`src/hdl/tsc_pkg.sv`:
```
// ==========================================================================
// Shared constants of the event timestamp sample registers.
// ==========================================================================
package tsc_pkg;

  // Timing clock period and the width of one sub-cycle slot.
  localparam int unsigned CLK_PERIOD_NS     = 40;
  localparam int unsigned SLOT_NS           = 8;
  localparam int unsigned NUM_SLOTS_PER_CLK = CLK_PERIOD_NS / SLOT_NS;

  // Register byte addresses; every offset is word aligned.
  localparam int unsigned ADDR_W                   = 12;
  localparam logic [11:0] ADDR_CAP5_PHASE          = 12'h58c;
  localparam logic [11:0] ADDR_CAP6_NS             = 12'h590;
  localparam logic [11:0] ADDR_CAP6_SEC            = 12'h594;
  localparam logic [11:0] ADDR_CAP6_PHASE          = 12'h598;
  localparam logic [11:0] ADDR_CAP7_NS             = 12'h59c;
  localparam logic [11:0] ADDR_CAP7_SEC            = 12'h5a0;

  // Field positions inside the register words.
  localparam int unsigned NS_EDGE_BIT  = 30;
  localparam int unsigned NS_W         = 30;
  localparam int unsigned SEC_W        = 32;
  localparam int unsigned PHASE_W      = 3;
  localparam logic [31:0] WORD_RESET   = 32'h0000_0000;

  // Stored entry layout: seconds, edge, nanoseconds, phase.
  localparam int unsigned ENTRY_PHASE_LSB = 0;
  localparam int unsigned ENTRY_NS_LSB    = PHASE_W;
  localparam int unsigned ENTRY_EDGE_BIT  = PHASE_W + NS_W;
  localparam int unsigned ENTRY_SEC_LSB   = ENTRY_EDGE_BIT + 1;
  localparam int unsigned ENTRY_W         = ENTRY_SEC_LSB + SEC_W;

  // Sample slots held here: the fifth, sixth and seventh capture.
  localparam int unsigned NUM_CAPTURE_SLOTS = 3;
  localparam logic [1:0]  FILL_FULL         = 2'h3;

  // slot codes; the third slot uses 010, as 101 up is reserved.
  localparam logic [2:0] PHASE_CODE [0:4] = '{3'h0, 3'h1, 3'h2, 3'h3, 3'h4};

  typedef enum logic [1:0] {FLD_NONE, FLD_NS, FLD_SEC, FLD_PHASE} tsc_field_e;
  typedef enum logic [1:0] {BUS_IDLE, BUS_FETCH, BUS_ANSWER} tsc_bus_state_e;

  // Which field a register address selects.
  function automatic tsc_field_e addr_field(input logic [11:0] a);
    unique case (a)
      ADDR_CAP5_PHASE, ADDR_CAP6_PHASE: addr_field = FLD_PHASE;
      ADDR_CAP6_NS, ADDR_CAP7_NS:       addr_field = FLD_NS;
      ADDR_CAP6_SEC, ADDR_CAP7_SEC:     addr_field = FLD_SEC;
      default:                          addr_field = FLD_NONE;
    endcase
  endfunction : addr_field

  // Which stored slot (0 = fifth sample) a register address selects.
  function automatic logic [1:0] addr_slot(input logic [11:0] a);
    if (a < ADDR_CAP6_NS) begin
      addr_slot = 2'h0;
    end else if (a < ADDR_CAP7_NS) begin
      addr_slot = 2'h1;
    end else begin
      addr_slot = 2'h2;
    end
  endfunction : addr_slot

endpackage : tsc_pkg

```
`src/hdl/tsc_edge_sampler.sv`:
```
`timescale 1ns/1ps
`default_nettype none
// ==========================================================================
// Event input sampler: finds the first changing 8 ns tap in a clock cycle.
// ==========================================================================
module tsc_edge_sampler #(
  parameter int unsigned TAPS = tsc_pkg::NUM_SLOTS_PER_CLK
) (
  input  wire logic            core_clk,
  input  wire logic            reset,
  input  wire logic [TAPS-1:0] event_taps,
  output logic                 edge_seen,
  output logic                 edge_rising,
  output logic [2:0]           edge_phase
);

  logic [TAPS-1:0] taps_meta_r;
  logic [TAPS-1:0] taps_sync_r;
  logic            last_r;
  logic            primed_r;
  logic [1:0]      warm_r;
  logic [TAPS:0]   chain;
  logic [TAPS-1:0] diff;
  logic [2:0]      first_idx;
  logic            found;
  logic            edge_seen_r;
  logic            edge_rising_r;
  logic [2:0]      edge_phase_r;

  // Tap 0 is the earliest slot; the previous cycle's last tap leads the chain.
  assign chain = {taps_sync_r, last_r};
  assign found = primed_r && (diff != '0);

  genvar g;
  generate
    for (g = 0; g < TAPS; g++) begin : g_diff
      assign diff[g] = chain[g+1] ^ chain[g];
    end
  endgenerate

  // A glitch with several changes in one cycle keeps only the earliest.
  always_comb begin
    first_idx = 3'h0;
    for (int i = TAPS - 1; i >= 0; i--) begin
      if (diff[i]) begin
        first_idx = 3'(i);
      end
    end
  end

  // Two-stage synchroniser; the first cycles after reset are not compared.
  always_ff @(posedge core_clk or posedge reset) begin
    if (reset) begin
      taps_meta_r <= '0;
      taps_sync_r <= '0;
      last_r      <= 1'b0;
      primed_r    <= 1'b0;
      warm_r      <= 2'h0;
    end else begin
      taps_meta_r <= event_taps;
      taps_sync_r <= taps_meta_r;
      last_r      <= taps_sync_r[TAPS-1];
      // Compare only once both stages and last_r hold real pin values, so a
      // pin that is already high at reset gives no false edge.
      warm_r      <= (warm_r == 2'h2) ? warm_r : warm_r + 2'h1;
      primed_r    <= primed_r || warm_r == 2'h2;
    end
  end

  always_ff @(posedge core_clk or posedge reset) begin
    if (reset) begin
      edge_seen_r   <= 1'b0;
      edge_rising_r <= 1'b0;
      edge_phase_r  <= 3'h0;
    end else begin
      edge_seen_r   <= found;
      edge_rising_r <= chain[first_idx+3'h1];
      edge_phase_r  <= tsc_pkg::PHASE_CODE[first_idx];
    end
  end

  assign edge_seen   = edge_seen_r;
  assign edge_rising = edge_rising_r;
  assign edge_phase  = edge_phase_r;
endmodule : tsc_edge_sampler
`default_nettype wire

```
`src/hdl/tsc_sample_regs.sv`:
```
// Notes on behaviour
// - Phase field names the 8 ns slot.
// - First slot reads 000, second reads 001.
// - Fourth slot reads 011, fifth reads 100.
// - Third slot reads 010, not reserved 101.
// - Nanoseconds bit 30 holds edge polarity.
// - Nanoseconds bits 29:0 hold captured nanoseconds.
// - Seconds word holds full 32-bit seconds.
// - Unit index selects which unit reads.
// - Words sit at consecutive aligned addresses.
//
// Implementation choice: the APB slave port.
`timescale 1ns/1ps
`default_nettype none
module tsc_sample_regs #(
  parameter int unsigned NUM_UNITS = 2,
  parameter int unsigned TAPS      = tsc_pkg::NUM_SLOTS_PER_CLK,
  parameter int unsigned UNIT_W    = 1
) (
  input  wire logic                      core_clk,
  input  wire logic                      reset,
  input  wire logic                      psel,
  input  wire logic                      penable,
  input  wire logic                      pwrite,
  input  wire logic [11:0]               paddr,
  input  wire logic [31:0]               pwdata,
  input  wire logic [3:0]                pstrb,
  output logic      [31:0]               prdata,
  output logic                           pready,
  output logic                           pslverr,
  input  wire logic [NUM_UNITS*TAPS-1:0] event_taps,
  input  wire logic [UNIT_W-1:0]         unit_index_ptr,
  input  wire logic [31:0]               tod_seconds,
  input  wire logic [29:0]               tod_nanoseconds,
  input  wire logic                      capture_rearm
);

  // ========================================================================
  // Capture units
  // ========================================================================
  logic [NUM_UNITS-1:0]          ev_seen;
  logic [NUM_UNITS-1:0]          ev_rise;
  logic [2:0]                    ev_phase   [NUM_UNITS];
  logic [1:0]                    fill_r     [NUM_UNITS];
  logic [2:0]                    valid_r    [NUM_UNITS];
  logic [tsc_pkg::ENTRY_W-1:0]   rd_entry   [NUM_UNITS];
  logic [NUM_UNITS-1:0]          cap_we;
  logic [1:0]                    cap_addr   [NUM_UNITS];
  logic                          rd_en;
  logic [1:0]                    rd_slot;

  genvar u;
  generate
    for (u = 0; u < NUM_UNITS; u++) begin : g_unit
      logic [tsc_pkg::ENTRY_W-1:0] cap_data;

      tsc_edge_sampler #(
        .TAPS        (TAPS)
      ) u_sampler (
        .core_clk    (core_clk),
        .reset       (reset),
        .event_taps  (event_taps[u*TAPS +: TAPS]),
        .edge_seen   (ev_seen[u]),
        .edge_rising (ev_rise[u]),
        .edge_phase  (ev_phase[u])
      );

      // A rearm restarts filling at the fifth slot; an edge in that cycle
      // still lands, so no event is lost to a coincident rearm.
      assign cap_we[u]   = ev_seen[u] && (capture_rearm || fill_r[u] != tsc_pkg::FILL_FULL);
      assign cap_addr[u] = capture_rearm ? 2'h0 : fill_r[u];
      assign cap_data    = {tod_seconds, ev_rise[u], tod_nanoseconds, ev_phase[u]};

      always_ff @(posedge core_clk or posedge reset) begin
        if (reset) begin
          fill_r[u]  <= 2'h0;
          valid_r[u] <= 3'h0;
        end else if (capture_rearm) begin
          fill_r[u]  <= cap_we[u] ? 2'h1 : 2'h0;
          valid_r[u] <= {2'h0, cap_we[u]};
        end else if (cap_we[u]) begin
          fill_r[u]  <= fill_r[u] + 2'h1;
          valid_r[u] <= valid_r[u] | (3'h1 << fill_r[u]);
        end
      end

      tsc_slot_mem #(
        .DW      (tsc_pkg::ENTRY_W),
        .DEPTH   (4)
      ) u_mem (
        .core_clk(core_clk),
        .reset   (reset),
        .wr_en   (cap_we[u]),
        .wr_addr (cap_addr[u]),
        .wr_data (cap_data),
        .rd_en   (rd_en),
        .rd_addr (rd_slot),
        .rd_data (rd_entry[u])
      );

    end
  endgenerate

  // ========================================================================
  // APB slave
  // ========================================================================
  tsc_pkg::tsc_bus_state_e state_r;
  tsc_pkg::tsc_field_e     fld_r;
  tsc_pkg::tsc_field_e     setup_fld;
  logic [UNIT_W-1:0]       unit_r;
  logic                    write_r;
  logic                    hit_valid_r;
  logic [31:0]             prdata_r;
  logic                    pslverr_r;
  logic                    setup;
  logic                    done;
  logic [tsc_pkg::ENTRY_W-1:0] sel_entry;
  logic [31:0]             word_nxt;
  logic [31:0]             ns_word;
  logic [31:0]             sec_word;
  logic [31:0]             phase_word;

  assign setup_fld = tsc_pkg::addr_field(paddr);
  assign rd_slot   = tsc_pkg::addr_slot(paddr);
  assign setup     = psel && !penable && state_r == tsc_pkg::BUS_IDLE;
  assign rd_en     = setup;
  assign done      = psel && penable && state_r == tsc_pkg::BUS_ANSWER;

  assign sel_entry = rd_entry[unit_r];

  // edge bit, nanoseconds, bit 31 zero.
  assign ns_word = {1'b0, sel_entry[tsc_pkg::ENTRY_EDGE_BIT],
                    sel_entry[tsc_pkg::ENTRY_NS_LSB +: tsc_pkg::NS_W]};
  assign sec_word = sel_entry[tsc_pkg::ENTRY_SEC_LSB +: tsc_pkg::SEC_W];
  assign phase_word = {29'h0, sel_entry[tsc_pkg::ENTRY_PHASE_LSB +: tsc_pkg::PHASE_W]};

  // A slot never written reads its reset value rather than stale memory.
  assign word_nxt = !hit_valid_r               ? tsc_pkg::WORD_RESET :
                    fld_r == tsc_pkg::FLD_NS    ? ns_word :
                    fld_r == tsc_pkg::FLD_SEC   ? sec_word :
                    fld_r == tsc_pkg::FLD_PHASE ? phase_word : tsc_pkg::WORD_RESET;

  // Setup latches the request; valid bits are taken at the same edge as the
  // memory read so data and valid always agree.
  always_ff @(posedge core_clk or posedge reset) begin
    if (reset) begin
      fld_r       <= tsc_pkg::FLD_NONE;
      unit_r      <= '0;
      write_r     <= 1'b0;
      hit_valid_r <= 1'b0;
    end else if (setup) begin
      fld_r       <= setup_fld;
      unit_r      <= unit_index_ptr;
      write_r     <= pwrite;
      hit_valid_r <= valid_r[unit_index_ptr][rd_slot];
    end
  end

  // Three-phase answer: fetch, register the word, then raise pready.
  always_ff @(posedge core_clk or posedge reset) begin
    if (reset) begin
      state_r   <= tsc_pkg::BUS_IDLE;
      prdata_r  <= tsc_pkg::WORD_RESET;
      pslverr_r <= 1'b0;
    end else begin
      unique case (state_r)
        tsc_pkg::BUS_IDLE: begin
          if (setup) begin
            state_r <= tsc_pkg::BUS_FETCH;
          end
        end
        tsc_pkg::BUS_FETCH: begin
          state_r   <= tsc_pkg::BUS_ANSWER;
          pslverr_r <= fld_r == tsc_pkg::FLD_NONE;
          if (!write_r) begin
            prdata_r <= word_nxt;
          end
        end
        tsc_pkg::BUS_ANSWER: begin
          if (done || !psel) begin
            state_r <= tsc_pkg::BUS_IDLE;
          end
        end
        default: begin
          state_r <= tsc_pkg::BUS_IDLE;
        end
      endcase
    end
  end

  assign pready  = state_r == tsc_pkg::BUS_ANSWER;
  assign pslverr = pready && pslverr_r;
  assign prdata  = prdata_r;
endmodule : tsc_sample_regs
`default_nettype wire

```
`src/hdl/tsc_slot_mem.sv`:
```
`timescale 1ns/1ps
`default_nettype none
// ==========================================================================
// Small sample store with one write port and a registered read port.
// ==========================================================================
module tsc_slot_mem #(
  parameter int unsigned DW    = tsc_pkg::ENTRY_W,
  parameter int unsigned DEPTH = 4
) (
  input  wire logic                     core_clk,
  input  wire logic                     reset,
  input  wire logic                     wr_en,
  input  wire logic [$clog2(DEPTH)-1:0] wr_addr,
  input  wire logic [DW-1:0]            wr_data,
  input  wire logic                     rd_en,
  input  wire logic [$clog2(DEPTH)-1:0] rd_addr,
  output logic      [DW-1:0]            rd_data
);

  logic [DW-1:0] mem_r [DEPTH];
  logic [DW-1:0] rd_data_r;

  // The array has no reset; callers keep a valid bit per word instead.
  always_ff @(posedge core_clk) begin
    if (wr_en) begin
      mem_r[wr_addr] <= wr_data;
    end
  end

  // Read is old-data on a same-address write.
  always_ff @(posedge core_clk or posedge reset) begin
    if (reset) begin
      rd_data_r <= '0;
    end else if (rd_en) begin
      rd_data_r <= mem_r[rd_addr];
    end
  end

  assign rd_data = rd_data_r;

endmodule : tsc_slot_mem
`default_nettype wire

```
`config.mk`:
```
export PLATFORM = sky130hd
export DESIGN_NAME = tsc_sample_regs
export DESIGN_NICKNAME = d
export VERILOG_FILES = /design/src/hdl/tsc_pkg.sv /design/src/hdl/tsc_edge_sampler.sv /design/src/hdl/tsc_sample_regs.sv /design/src/hdl/tsc_slot_mem.sv
export SDC_FILE = /design/constraint.sdc
export NUM_CORES = 1
export LEC_CHECK = 0
export BUFFER_PORTS_ARGS = -buffer_cell sky130_fd_sc_hd__buf_4
export CELL_PAD_IN_SITES_DETAIL_PLACEMENT = 1
export CELL_PAD_IN_SITES_GLOBAL_PLACEMENT = 1
export CORE_ASPECT_RATIO = 0.75
export CORE_MARGIN = 1
export CORE_UTILIZATION = 54
export DETAILED_ROUTE_END_ITERATION = 10
export PLACE_DENSITY = 0.95
export SLEW_MARGIN = 20
export SYNTH_ARGS = -nofsm -noshare
export SYNTH_HDL_FRONTEND = slang
export SYNTH_SLANG_ARGS = --single-unit
```
`constraint.sdc`:
```
create_clock -name core_clk -period 11.94 [get_ports core_clk]
set_input_delay 1.791 -clock core_clk [delete_from_list [all_inputs] [get_ports core_clk]]
set_output_delay 1.791 -clock core_clk [all_outputs]
set_load 0.01 [all_outputs]
```
==> results of run 1 <==
area by class of cell:
class	instances	area (µm²)	share of cell area [%]
clock buffers	83	1570	5.86
repair buffers	146	1130	4.20
flip-flops and latches	616	17400	64.8
diodes	3	7.51	0.0280
clock inverters	21	100	0.373
well taps	578	723	2.69
inverters	14	65.1	0.242
multi-input cells	776	5860	21.8
synthesized netlist by cell type (5+ instances only):
library cell	instances	share of area, %
nand2_1	110	1.7
a22o_1	32	1.2
o21ai_1	94	2.0
dfrtp_1	220	23
buf_6	10	0.47
edfxtp_1	396	50
nor3_1	7	0.15
o21ai_0	13	0.27
clkbuf_1	28	0.44
ha_1	12	0.63
nor2b_1	6	0.16
nor2_1	65	1.0
a21oi_1	14	0.30
nand2b_1	14	0.37
o2bb2ai_1	48	1.8
inv_1	12	0.19
a221oi_1	46	1.7
mux2i_1	149	6.3
mux2_2	84	4.0
o22ai_1	29	0.76
xnor2_1	5	0.18
buf_2	47	0.99
routing by layer:
metal  vias up  routed length, µm
met5         -                  0
met3       167               3970
li1       5913                  -
met1      7299              24900
met4         0               2310
met2       543              33600
cell families after synthesis:
kind of cell	count (synthesis)	synth area share, %
compound gates	294	8.71
xor+xnor	5	0.185
fa+ha+maj	12	0.633
buf+inv	105	2.27
flops	616	73.3
mux	238	10.7
simple gates	227	4.20
critical path, stage by stage:
cell     delay (ns)
buf_4          0.13
nor2_1         0.23
a21o_4         0.62
buf_4          0.94
mux2i_1        0.38
o21ai_1        0.11
mux2_2         0.33
final timing paths:
path                                                    startpoint                            endpoint  depth (start not counted)
worst max-delay path                                      paddr[5]         g_unit[1].u_mem.rd_data[22]                          7
worst min-delay path            g_unit[1].u_sampler.taps_meta_r[3]  g_unit[1].u_sampler.taps_sync_r[3]                          0
worst max register to register                           fill_r[2]        g_unit[0].u_mem.mem_r[1][48]                          4
worst min register to register  g_unit[1].u_sampler.taps_meta_r[3]  g_unit[1].u_sampler.taps_sync_r[3]                          0
max in group asynchronous                                    reset         g_unit[1].u_mem.rd_data[49]                          3
min in group asynchronous                                    reset         g_unit[1].u_mem.rd_data[62]                          2
through the flow:
stage               utilization (%)  total power, mW  hold slack, ns
floorplan                         -             3.19           0.331
global placement               58.0             3.36           0.332
detailed placement             58.0             3.47           0.336
CTS                            61.9             5.18           0.345
global route                   61.9             5.32           0.354
finish                         61.9             5.16           0.344
report_power, final:
part	total (mW)	internal, mW	switching (mW)
Clock	1.69	0.911	0.782
Combinational	0.666	0.235	0.431
Sequential	2.80	2.63	0.169
Total	5.16	3.78	1.38
flip-flops by register name (all words and copies together), names as in the netlist:
signal and cells:
state_r 2, fld_r 2, g_unit.u_sampler.taps_meta_r 10, g_unit.u_mem.rd_data 132, g_unit.u_sampler.edge_phase 6, g_unit.u_sampler.taps_sync_r 10
hit_valid_r 1, g_unit.u_sampler.edge_rising 2, fill_r 4, g_unit.u_mem.mem_r 396, write_r 1, g_unit.u_sampler.primed_r 2
g_unit.u_sampler.warm_r 4, unit_r 1, prdata 32, g_unit.u_sampler.edge_seen 2, valid_r 6, pslverr_r 1
g_unit.u_sampler.last_r 2
==> impl_metrics.toml, run 1 <==
[outcome]
status = "finished, final reports clean"

[timing]
slew_headroom_pct = 25.3
tightest_slew_ns = 1.12
finalCritPeriodShare_pct = 34.8
fin_crit_ns = 4.15
finalHoldViolCount = 0
fin_setup_tns_ns = 0
max_freq_ghz = 0.241
layout_setup_ws_ns = 7.79
finalClockSkew_ns = 0.0163
rsz0062_at_grt = "no"
finalSetupViolCount = 0
maxSlewViolCount = 0

[floorplan]
io-pin-count = 161
die_x_um = 244
initial_core_util_pct = 54.7
core_um2 = 43400
core.rowCount = 66
die_y_um = 184
dieArea_um2 = 44800

[worst_hold_path]
hold_path_class = "register to register"

[route]
wl_per_cell_um = 29.0
drtPass1Iterations = 5
ant_nets = 0
drc = 0
vias = 13922
drt-total-wl_um = 64800
via_per_inst = 6.22
first_iter_violations = 1196

[synthesis]
synth_async_sr_flop_share_pct = 35.7
synth_area_per_cell_um2 = 15.8
synth_edf_count = 396
syn_inst = 1497
ys_types = 54
yosysSeqAreaShare_pct = 73.3
synth-seq-cells = 616
synth_nets = 1636
synth-main-ff-cell = "edfxtp_1"
ys_warn_count = 0
synth_area_um2 = 23700

[cells_and_area]
final_common_cell = "edfxtp_1"
layout_common_cells = "396 x edfxtp_1, 219 x dfrtp_1, 149 x mux2i_1"
stdcell_count = 2237
area_growth_syn_to_layout_pct = 13.2
fin_area_um2 = 26900
n_fill_cell = 3874
drive_gt1_share_pct = 20.4
layout.nets = 1750

[clock_network]
cts_buffers = 57
postCtsSetupRepairBufs = 0
cts_sinks = 616
cts_root_buffer = "clkbuf_16"
cts_tree = "done"
cts_hold_buffers = 0
cts.clk_slew.worst_paths_ns = 0.06
clk_path_buf_depth = 3
clk_latency_ns = 0.59
htree_levels = 2
post_cts_resized = 0

[flow_run]
cap_violations = 0

[global_route]
antenna_found_initial = 3
grt_max_degree = 219
met3_usage_pct = 5.34
grt_pass1_wl_um = 97400
grt_pass1_vias = 15504
gr-total-overflow = 0
grt_use_met1_pct = 35.9
busiest_layer = "met2"
grt.met2_usage_pct = 52.5
gr-usage-all-layers_pct = 29.5

[power_and_ir_drop]
ir_worst_vdd_uv = 125
leakage_nw = 10.6
power.density_nw_per_um2 = 192

[placed_design]
place_hpwl_um = 35000
place_ws_ns = 7.27
dpl.cell_count = 2129
io_buffers = 124
place.gp.congestion = 0.778
dpl-instance-area_um2 = 25100

[critical_path]
required_ns = 12.40
start_kind = "primary input"
crit_arrival_ns = 4.62
critical_path_class = "primary input to register"
reg2reg_setup_slack_ns = 8.56
path_max_fanout = 52
cp-end-kind = "register"
Power figures use the tool's default switching activity.
==> inputs of run 2 (changes only) <==
--- a/config.mk
+++ b/config.mk
@@ -10,9 +10,9 @@
 export CELL_PAD_IN_SITES_GLOBAL_PLACEMENT = 1
 export CORE_ASPECT_RATIO = 0.75
 export CORE_MARGIN = 1
-export CORE_UTILIZATION = 54
+export CORE_UTILIZATION = 45
 export DETAILED_ROUTE_END_ITERATION = 10
-export PLACE_DENSITY = 0.95
+export PLACE_DENSITY = 0.86
 export SLEW_MARGIN = 20
 export SYNTH_ARGS = -nofsm -noshare
 export SYNTH_HDL_FRONTEND = slang
==> constraint.sdc (replaced) <==
create_clock -name core_clk -period 3.7 [get_ports core_clk]
set_input_delay 0.555 -clock core_clk [delete_from_list [all_inputs] [get_ports core_clk]]
set_output_delay 0.555 -clock core_clk [all_outputs]
set_load 0.01 [all_outputs]
==> run 2 against run 1 <==
  * Core utilization fell by 8.8 points
  * Die area rose by 20%
  * Sequential power rose to 3.2 times the previous value
  * Register-to-register slack got worse by 7.4 ns
  * Via count fell by 2.7%
  * Final cell count rose by 6.0%
  * Critical endpoint is now g_unit[0].u_mem.mem_r[1][23]
==> impl_metrics.toml, run 2 (synthesis results as in run 1) <==
[cells_and_area]
area_growth_syn_to_layout_pct = 16.1
final_common_cell = "edfxtp_1"
layout_common_cells = "396 x edfxtp_1, 219 x dfrtp_1, 149 x mux2i_1"
utilization_pct = 53.2
layout.nets = 1757
n_fill_cell = 4845
largest_register_ffs = 396
fin_area_um2 = 27500
drive_gt1_share_pct = 21.5
largest_register = "g_unit.u_mem.mem_r"
stdcell_count = 2372

[timing]
finalCritPeriodShare_pct = 70.0
holdWs_ns = 0.0328
finalHoldViolCount = 0
finalSetupViolCount = 0
max_freq_ghz = 0.386
tightest_slew_ns = 1.04
slew_headroom_pct = 30.5
fin_crit_ns = 2.59
layout_setup_ws_ns = 1.11
finalClockSkew_ns = 0.0303
rsz0062_at_grt = "no"
fin_setup_tns_ns = 0
maxSlewViolCount = 0

[clock_network]
cts_sinks = 616
clk_path_buf_depth = 3
cts.clk_slew.worst_paths_ns = 0.06
cts_buffers = 57
cts_tree = "done"
cts_root_buffer = "clkbuf_16"
htree_levels = 2
clk_latency_ns = 0.63

[floorplan]
initial_core_util_pct = 45.8
core.rowCount = 72
dieArea_um2 = 53600
io-pin-count = 161
die_x_um = 267
die_y_um = 201
core_um2 = 51800

[route]
drt-total-wl_um = 60200
drtPass1Iterations = 5
ant_nets = 0
first_iter_violations = 1027
via_per_inst = 5.71
wl_per_cell_um = 25.4
vias = 13541
drc = 0

[global_route]
busiest_layer = "met2"
grt_use_met1_pct = 28.9
grt_pass1_vias = 15141
grt.met2_usage_pct = 39.5
gr-total-overflow = 0
gr-usage-all-layers_pct = 22.7
met3_usage_pct = 4.08
grt_pass1_wl_um = 91100
grt_max_degree = 105
antenna_found_initial = 4

[critical_path]
critical_path_class = "register to register"
r2r_end = "g_unit[0].u_mem.mem_r[1][23]"
start_kind = "register"
reg2reg_depth = 4
regToRegStartpoint = "fill_r[2]"
cp-end-kind = "register"
required_ns = 4.00
crit_arrival_ns = 2.89
reg2reg_setup_slack_ns = 1.11
path_max_fanout = 12

[placed_design]
dpl-instance-area_um2 = 25600
dpl.cell_count = 2261
place_hpwl_um = 33900
io_buffers = 124
place_ws_ns = 0.828
place.gp.congestion = 0.755

[power_and_ir_drop]
power.density_nw_per_um2 = 623
ir_worst_vdd_uv = 378
p_total_mw = 17.1
leakage_nw = 10.9

[worst_hold_path]
worstHoldStart = "event_taps[2]"
hold_path_class = "primary input to register"
worstHoldEndpoint = "g_unit[0].u_sampler.taps_meta_r[2]"
timing.hold.worst_path_depth = 1

[outcome]
status = "finished, final reports clean"

[flow_run]
cap_violations = 0
[run 2: cell types whose count changed in the layout (fill, tap and decap cells not counted), sizes merged]
cell | previous run | this run
clkbuf | 83 | 92
clkinv | 20 | 11
buf | 146 | 152
bufinv | 0 | 2
inv | 14 | 16
diode | 3 | 2
dlygate4sd3 | 0 | 1
[run 2: report_power, final]
part	internal (mW)	leakage (nW)	switching, mW
Clock	3.44	0.966	2.60
Sequential	8.49	6.39	0.498
Combinational	0.821	3.50	1.30
Total	12.8	10.9	4.40
[run 2: layout make-up]
class	instances	area, µm²	area share (%)
well taps	703	880	3.19
multi-input cells	776	5890	21.4
repair buffers	153	1360	4.95
diodes	2	5.00	0.0182
clock inverters	16	163	0.591
inverters	14	61.3	0.223
flip-flops and latches	616	17400	63.2
clock buffers	92	1780	6.46
[run 2: how the worst max path moves through the flow]
stage	from	to	slack [ns]	cells past startpoint
final	fill_r[2]	g_unit[0].u_mem.mem_r[1][23]	1.11	4
after global routing	fill_r[2]	g_unit[0].u_mem.mem_r[1][23]	0.93	4
after CTS	fill_r[2]	g_unit[0].u_mem.mem_r[1][23]	1.07	4
after detailed placement	penable	g_unit[1].u_mem.rd_data[64]	0.83	6
after global placement	penable	g_unit[0].u_mem.rd_data[1]	0.91	6
after floorplan	fill_r[0]	g_unit[1].u_mem.mem_r[1][0]	0.23	3
[run 2: repair_timing]
item / CTS / global route
resized for setup: 0 / 0
hold buffers: 1 / 0
buffers inserted: 0 / 0
hold endpoints to repair: 1 / 0
[run 2: critical path, stage by stage, from the launching register on]
cell     delay (ns)
dfrtp_1        0.48
ha_1           0.29
nor2b_1        0.39
nor3b_4        0.73
buf_4          0.37
[run 2: routing by layer]
metal	vias up	part of all wire (%)
li1	5927	-
met1	7152	41
met2	373	52
met3	85	5.3
met4	4	2.0
met5	-	0.047
==> inputs of run 3 (changes only) <==
--- a/config.mk
+++ b/config.mk
@@ -5,14 +5,15 @@
 export SDC_FILE = /design/constraint.sdc
 export NUM_CORES = 1
 export LEC_CHECK = 0
+export ABC_AREA = 1
 export BUFFER_PORTS_ARGS = -buffer_cell sky130_fd_sc_hd__buf_4
 export CELL_PAD_IN_SITES_DETAIL_PLACEMENT = 1
 export CELL_PAD_IN_SITES_GLOBAL_PLACEMENT = 1
 export CORE_ASPECT_RATIO = 0.75
 export CORE_MARGIN = 1
-export CORE_UTILIZATION = 45
+export CORE_UTILIZATION = 43
 export DETAILED_ROUTE_END_ITERATION = 10
-export PLACE_DENSITY = 0.86
+export PLACE_DENSITY = 0.87
 export SLEW_MARGIN = 20
 export SYNTH_ARGS = -nofsm -noshare
 export SYNTH_HDL_FRONTEND = slang
==> constraint.sdc (replaced) <==
create_clock -name core_clk -period 2.2 [get_ports core_clk]
set_input_delay 0.33 -clock core_clk [delete_from_list [all_inputs] [get_ports core_clk]]
set_output_delay 0.33 -clock core_clk [all_outputs]
set_load 0.01 [all_outputs]
==> run 3 against run 2 <==
  * Highest routed layer unchanged
  * Wire length rose by 29%
  * Sequential power rose by 82%
  * Via count rose by 37%
  * Power rose by 93%
  * Clock power rose by 72%
  * Core utilization fell by 0.52 points
  * Combinational power rose to 3.0 times the previous value
  * Synthesized cell count rose by 54%
  * Largest power group unchanged
==> impl_metrics.toml, run 3 <==
[outcome]
status = "finished, final reports clean"

[synthesis]
netlist_top_cells_area = "edfxtp_1 48%, dfrtp_1 22%, nand2_1 11%"
yosys.cell_count.top_type = "nand2_1"
ys_types = 37
synth_area_per_cell_um2 = 10.7
synth-seq-cells = 616
synth_compound_area_share_pct = 5.14
syn_inst = 2303
synthMuxAreaShare_pct = 0.0406
synth_xor_area_share_pct = 0.498
synth_nets = 2442
ys_warn_count = 0
synth_commonest_cells = "717 x nand2_1, 396 x edfxtp_1, 321 x nor2_1, 220 x dfrtp_1, 127 x a21oi_1"
synth-adder-area-share_pct = 0.609
yosys.area.top_type = "edfxtp_1"
synth_async_sr_flop_share_pct = 35.7
synth_top_area_share_pct = 48.3
synth-main-ff-cell = "edfxtp_1"
yosysSeqAreaShare_pct = 70.6
synth_edf_count = 396
synth_area_um2 = 24600
synth-simple-area-share_pct = 19.7
synth_top_family_by_area = "simple AND/OR/NAND/NOR gates"

[cells_and_area]
layout_common_cells = "713 x nand2_1, 396 x edfxtp_1, 315 x nor2_1"
largest_register = "g_unit.u_mem.mem_r"
n_fill_cell = 5986
largest_register_ffs = 396
stdcell_count = 3295
final_common_cell = "nand2_1"
drive_gt1_share_pct = 12.5
area_growth_syn_to_layout_pct = 20.3
layout.nets = 2648

[timing]
holdWs_ns = 0.0659
fin_setup_tns_ns = 0
finalSetupViolCount = 0
finalClockSkew_ns = 0.0182
finalCritPeriodShare_pct = 96.6
finalHoldViolCount = 0
max_freq_ghz = 0.470
maxSlewViolCount = 0
tightest_slew_ns = 0.722
fin_crit_ns = 2.13
layout_setup_ws_ns = 0.0739
rsz0062_at_grt = "no"
slew_headroom_pct = 51.8

[route]
via_per_inst = 5.64
vias = 18569
wl_per_cell_um = 23.6
first_iter_violations = 1726
ant_nets = 0
drc = 0
drt-total-wl_um = 77900
drtPass1Iterations = 5

[floorplan]
die_y_um = 209
die_x_um = 278
core_um2 = 56300
core.rowCount = 75
initial_core_util_pct = 43.8
io-pin-count = 161
dieArea_um2 = 58300

[placed_design]
place_hpwl_um = 46000
io_buffers = 124
place_ws_ns = 0.0859
place.gp.congestion = 0.793
dpl.cell_count = 3103

[power_and_ir_drop]
power.density_nw_per_um2 = 1110
leakage_nw = 12.4
p_total_mw = 33.0
ir_worst_vdd_uv = 669

[critical_path]
reg2reg_depth = 8
critical_path_class = "register to register"
crit_arrival_ns = 2.70
cp-end-kind = "register"
start_kind = "register"
path_max_fanout = 11
required_ns = 2.78

[clock_network]
cts_sinks = 616
clk_latency_ns = 0.63
cts_buffers = 58
clk_path_buf_depth = 3
cts.clk_slew.worst_paths_ns = 0.07
cts_tree = "done"
cts_root_buffer = "clkbuf_16"
htree_levels = 2
postCtsSetupRepairBufs = 0

[global_route]
gr-usage-all-layers_pct = 27.0
gr-total-overflow = 0
antenna_found_initial = 7
grt_pass1_wl_um = 119000
grt_pass1_vias = 20419
grt_max_degree = 134

[flow_run]
cap_violations = 0

[worst_hold_path]
hold_path_class = "primary input to register"
timing.hold.worst_path_depth = 5
run 3: cell count changes in the layout (fill, tap and decap cells not counted), sizes merged, moves of 21 or more:
cell         before  now
dlygate4sd3       1   77
nand3             2  116
o21ai           107   86
o2bb2ai          48    0
a221oi           49    0
a22o             32    0
nor2             65  323
buf             152  184
mux2             86    0
a21oi            14  129
mux2i           149    1
nand3b            0   23
nand2           110  720
inv              16   95
run 3: worst paths after layout:
path                                                     from                                  to  slack (ns)
max                                                  fld_r[1]                          prdata[21]        0.07
min                                                      psel                          state_r[1]        0.07
max reg2reg                                          fld_r[1]                          prdata[21]        0.07
min reg2reg                g_unit[1].u_sampler.taps_meta_r[4]  g_unit[1].u_sampler.taps_sync_r[4]        0.35
max in group asynchronous                               reset          g_unit[0].u_mem.rd_data[4]        1.05
min in group asynchronous                               reset         g_unit[0].u_mem.rd_data[57]        0.38
run 3: cell families (layout without fill, tap and decap cells):
family / after synthesis / count (layout)
AO/OA/AOI/OAI: 242 / 242
XOR/XNOR: 14 / 14
adder cells (fa/ha/maj): 12 / 12
buffers and inverters: 210 / 466
flip-flops: 616 / 616
multiplexers: 1 / 1
other: 0 / 5
AND/OR/NAND/NOR: 1208 / 1208
run 3: layout make-up:
type                    instances  area (µm²)  area share [%]
multi-input cells            1477        6540            22.1
diodes                          5        12.5          0.0422
clock inverters                21         205           0.692
inverters                      95         360            1.22
flip-flops and latches        616       17400            58.7
repair buffers                261        2480            8.36
well taps                     731         915            3.09
clock buffers                  89        1730            5.85
run 3: where the power goes:
part	internal [mW]	switching (mW)	leakage [nW]
Clock	5.89	4.48	0.953
Combinational	1.99	4.36	5.10
Sequential	15.1	1.19	6.39
Total	23.0	10.0	12.4
run 3: through the flow:
stage | utilization [%] | cell area (µm²)
final | 52.7 | 29600
after floorplan | - | 24700
after global placement | 47.8 | 26900
after CTS | 52.6 | 29600
after detailed placement | 47.8 | 26900
after global routing | 52.6 | 29600
run 3: routing by layer:
metal,wire (µm),share of wire [%],global-route usage (%)
met1,30400,39,33.8
met2,39300,50,47.0
met3,5910,7.6,5.15
met4,2290,2.9,9.34
met5,10,0.013,0
run 3: critical path, cell delays in order, from the launching register on:
cell,delay (ns)
dfrtp_1,0.47
inv_1,0.16
nand2_1,0.08
inv_1,0.34
buf_4,0.28
o21ai_0,0.14
o22ai_1,0.22
nand3_1,0.24
nand2_1,0.12
run 3: timing repair:
item	in CTS	in global routing
gates resized for setup	0	1
endpoints found under the setup margin	0	1
hold endpoints to repair	398	0
hold buffers	77	0
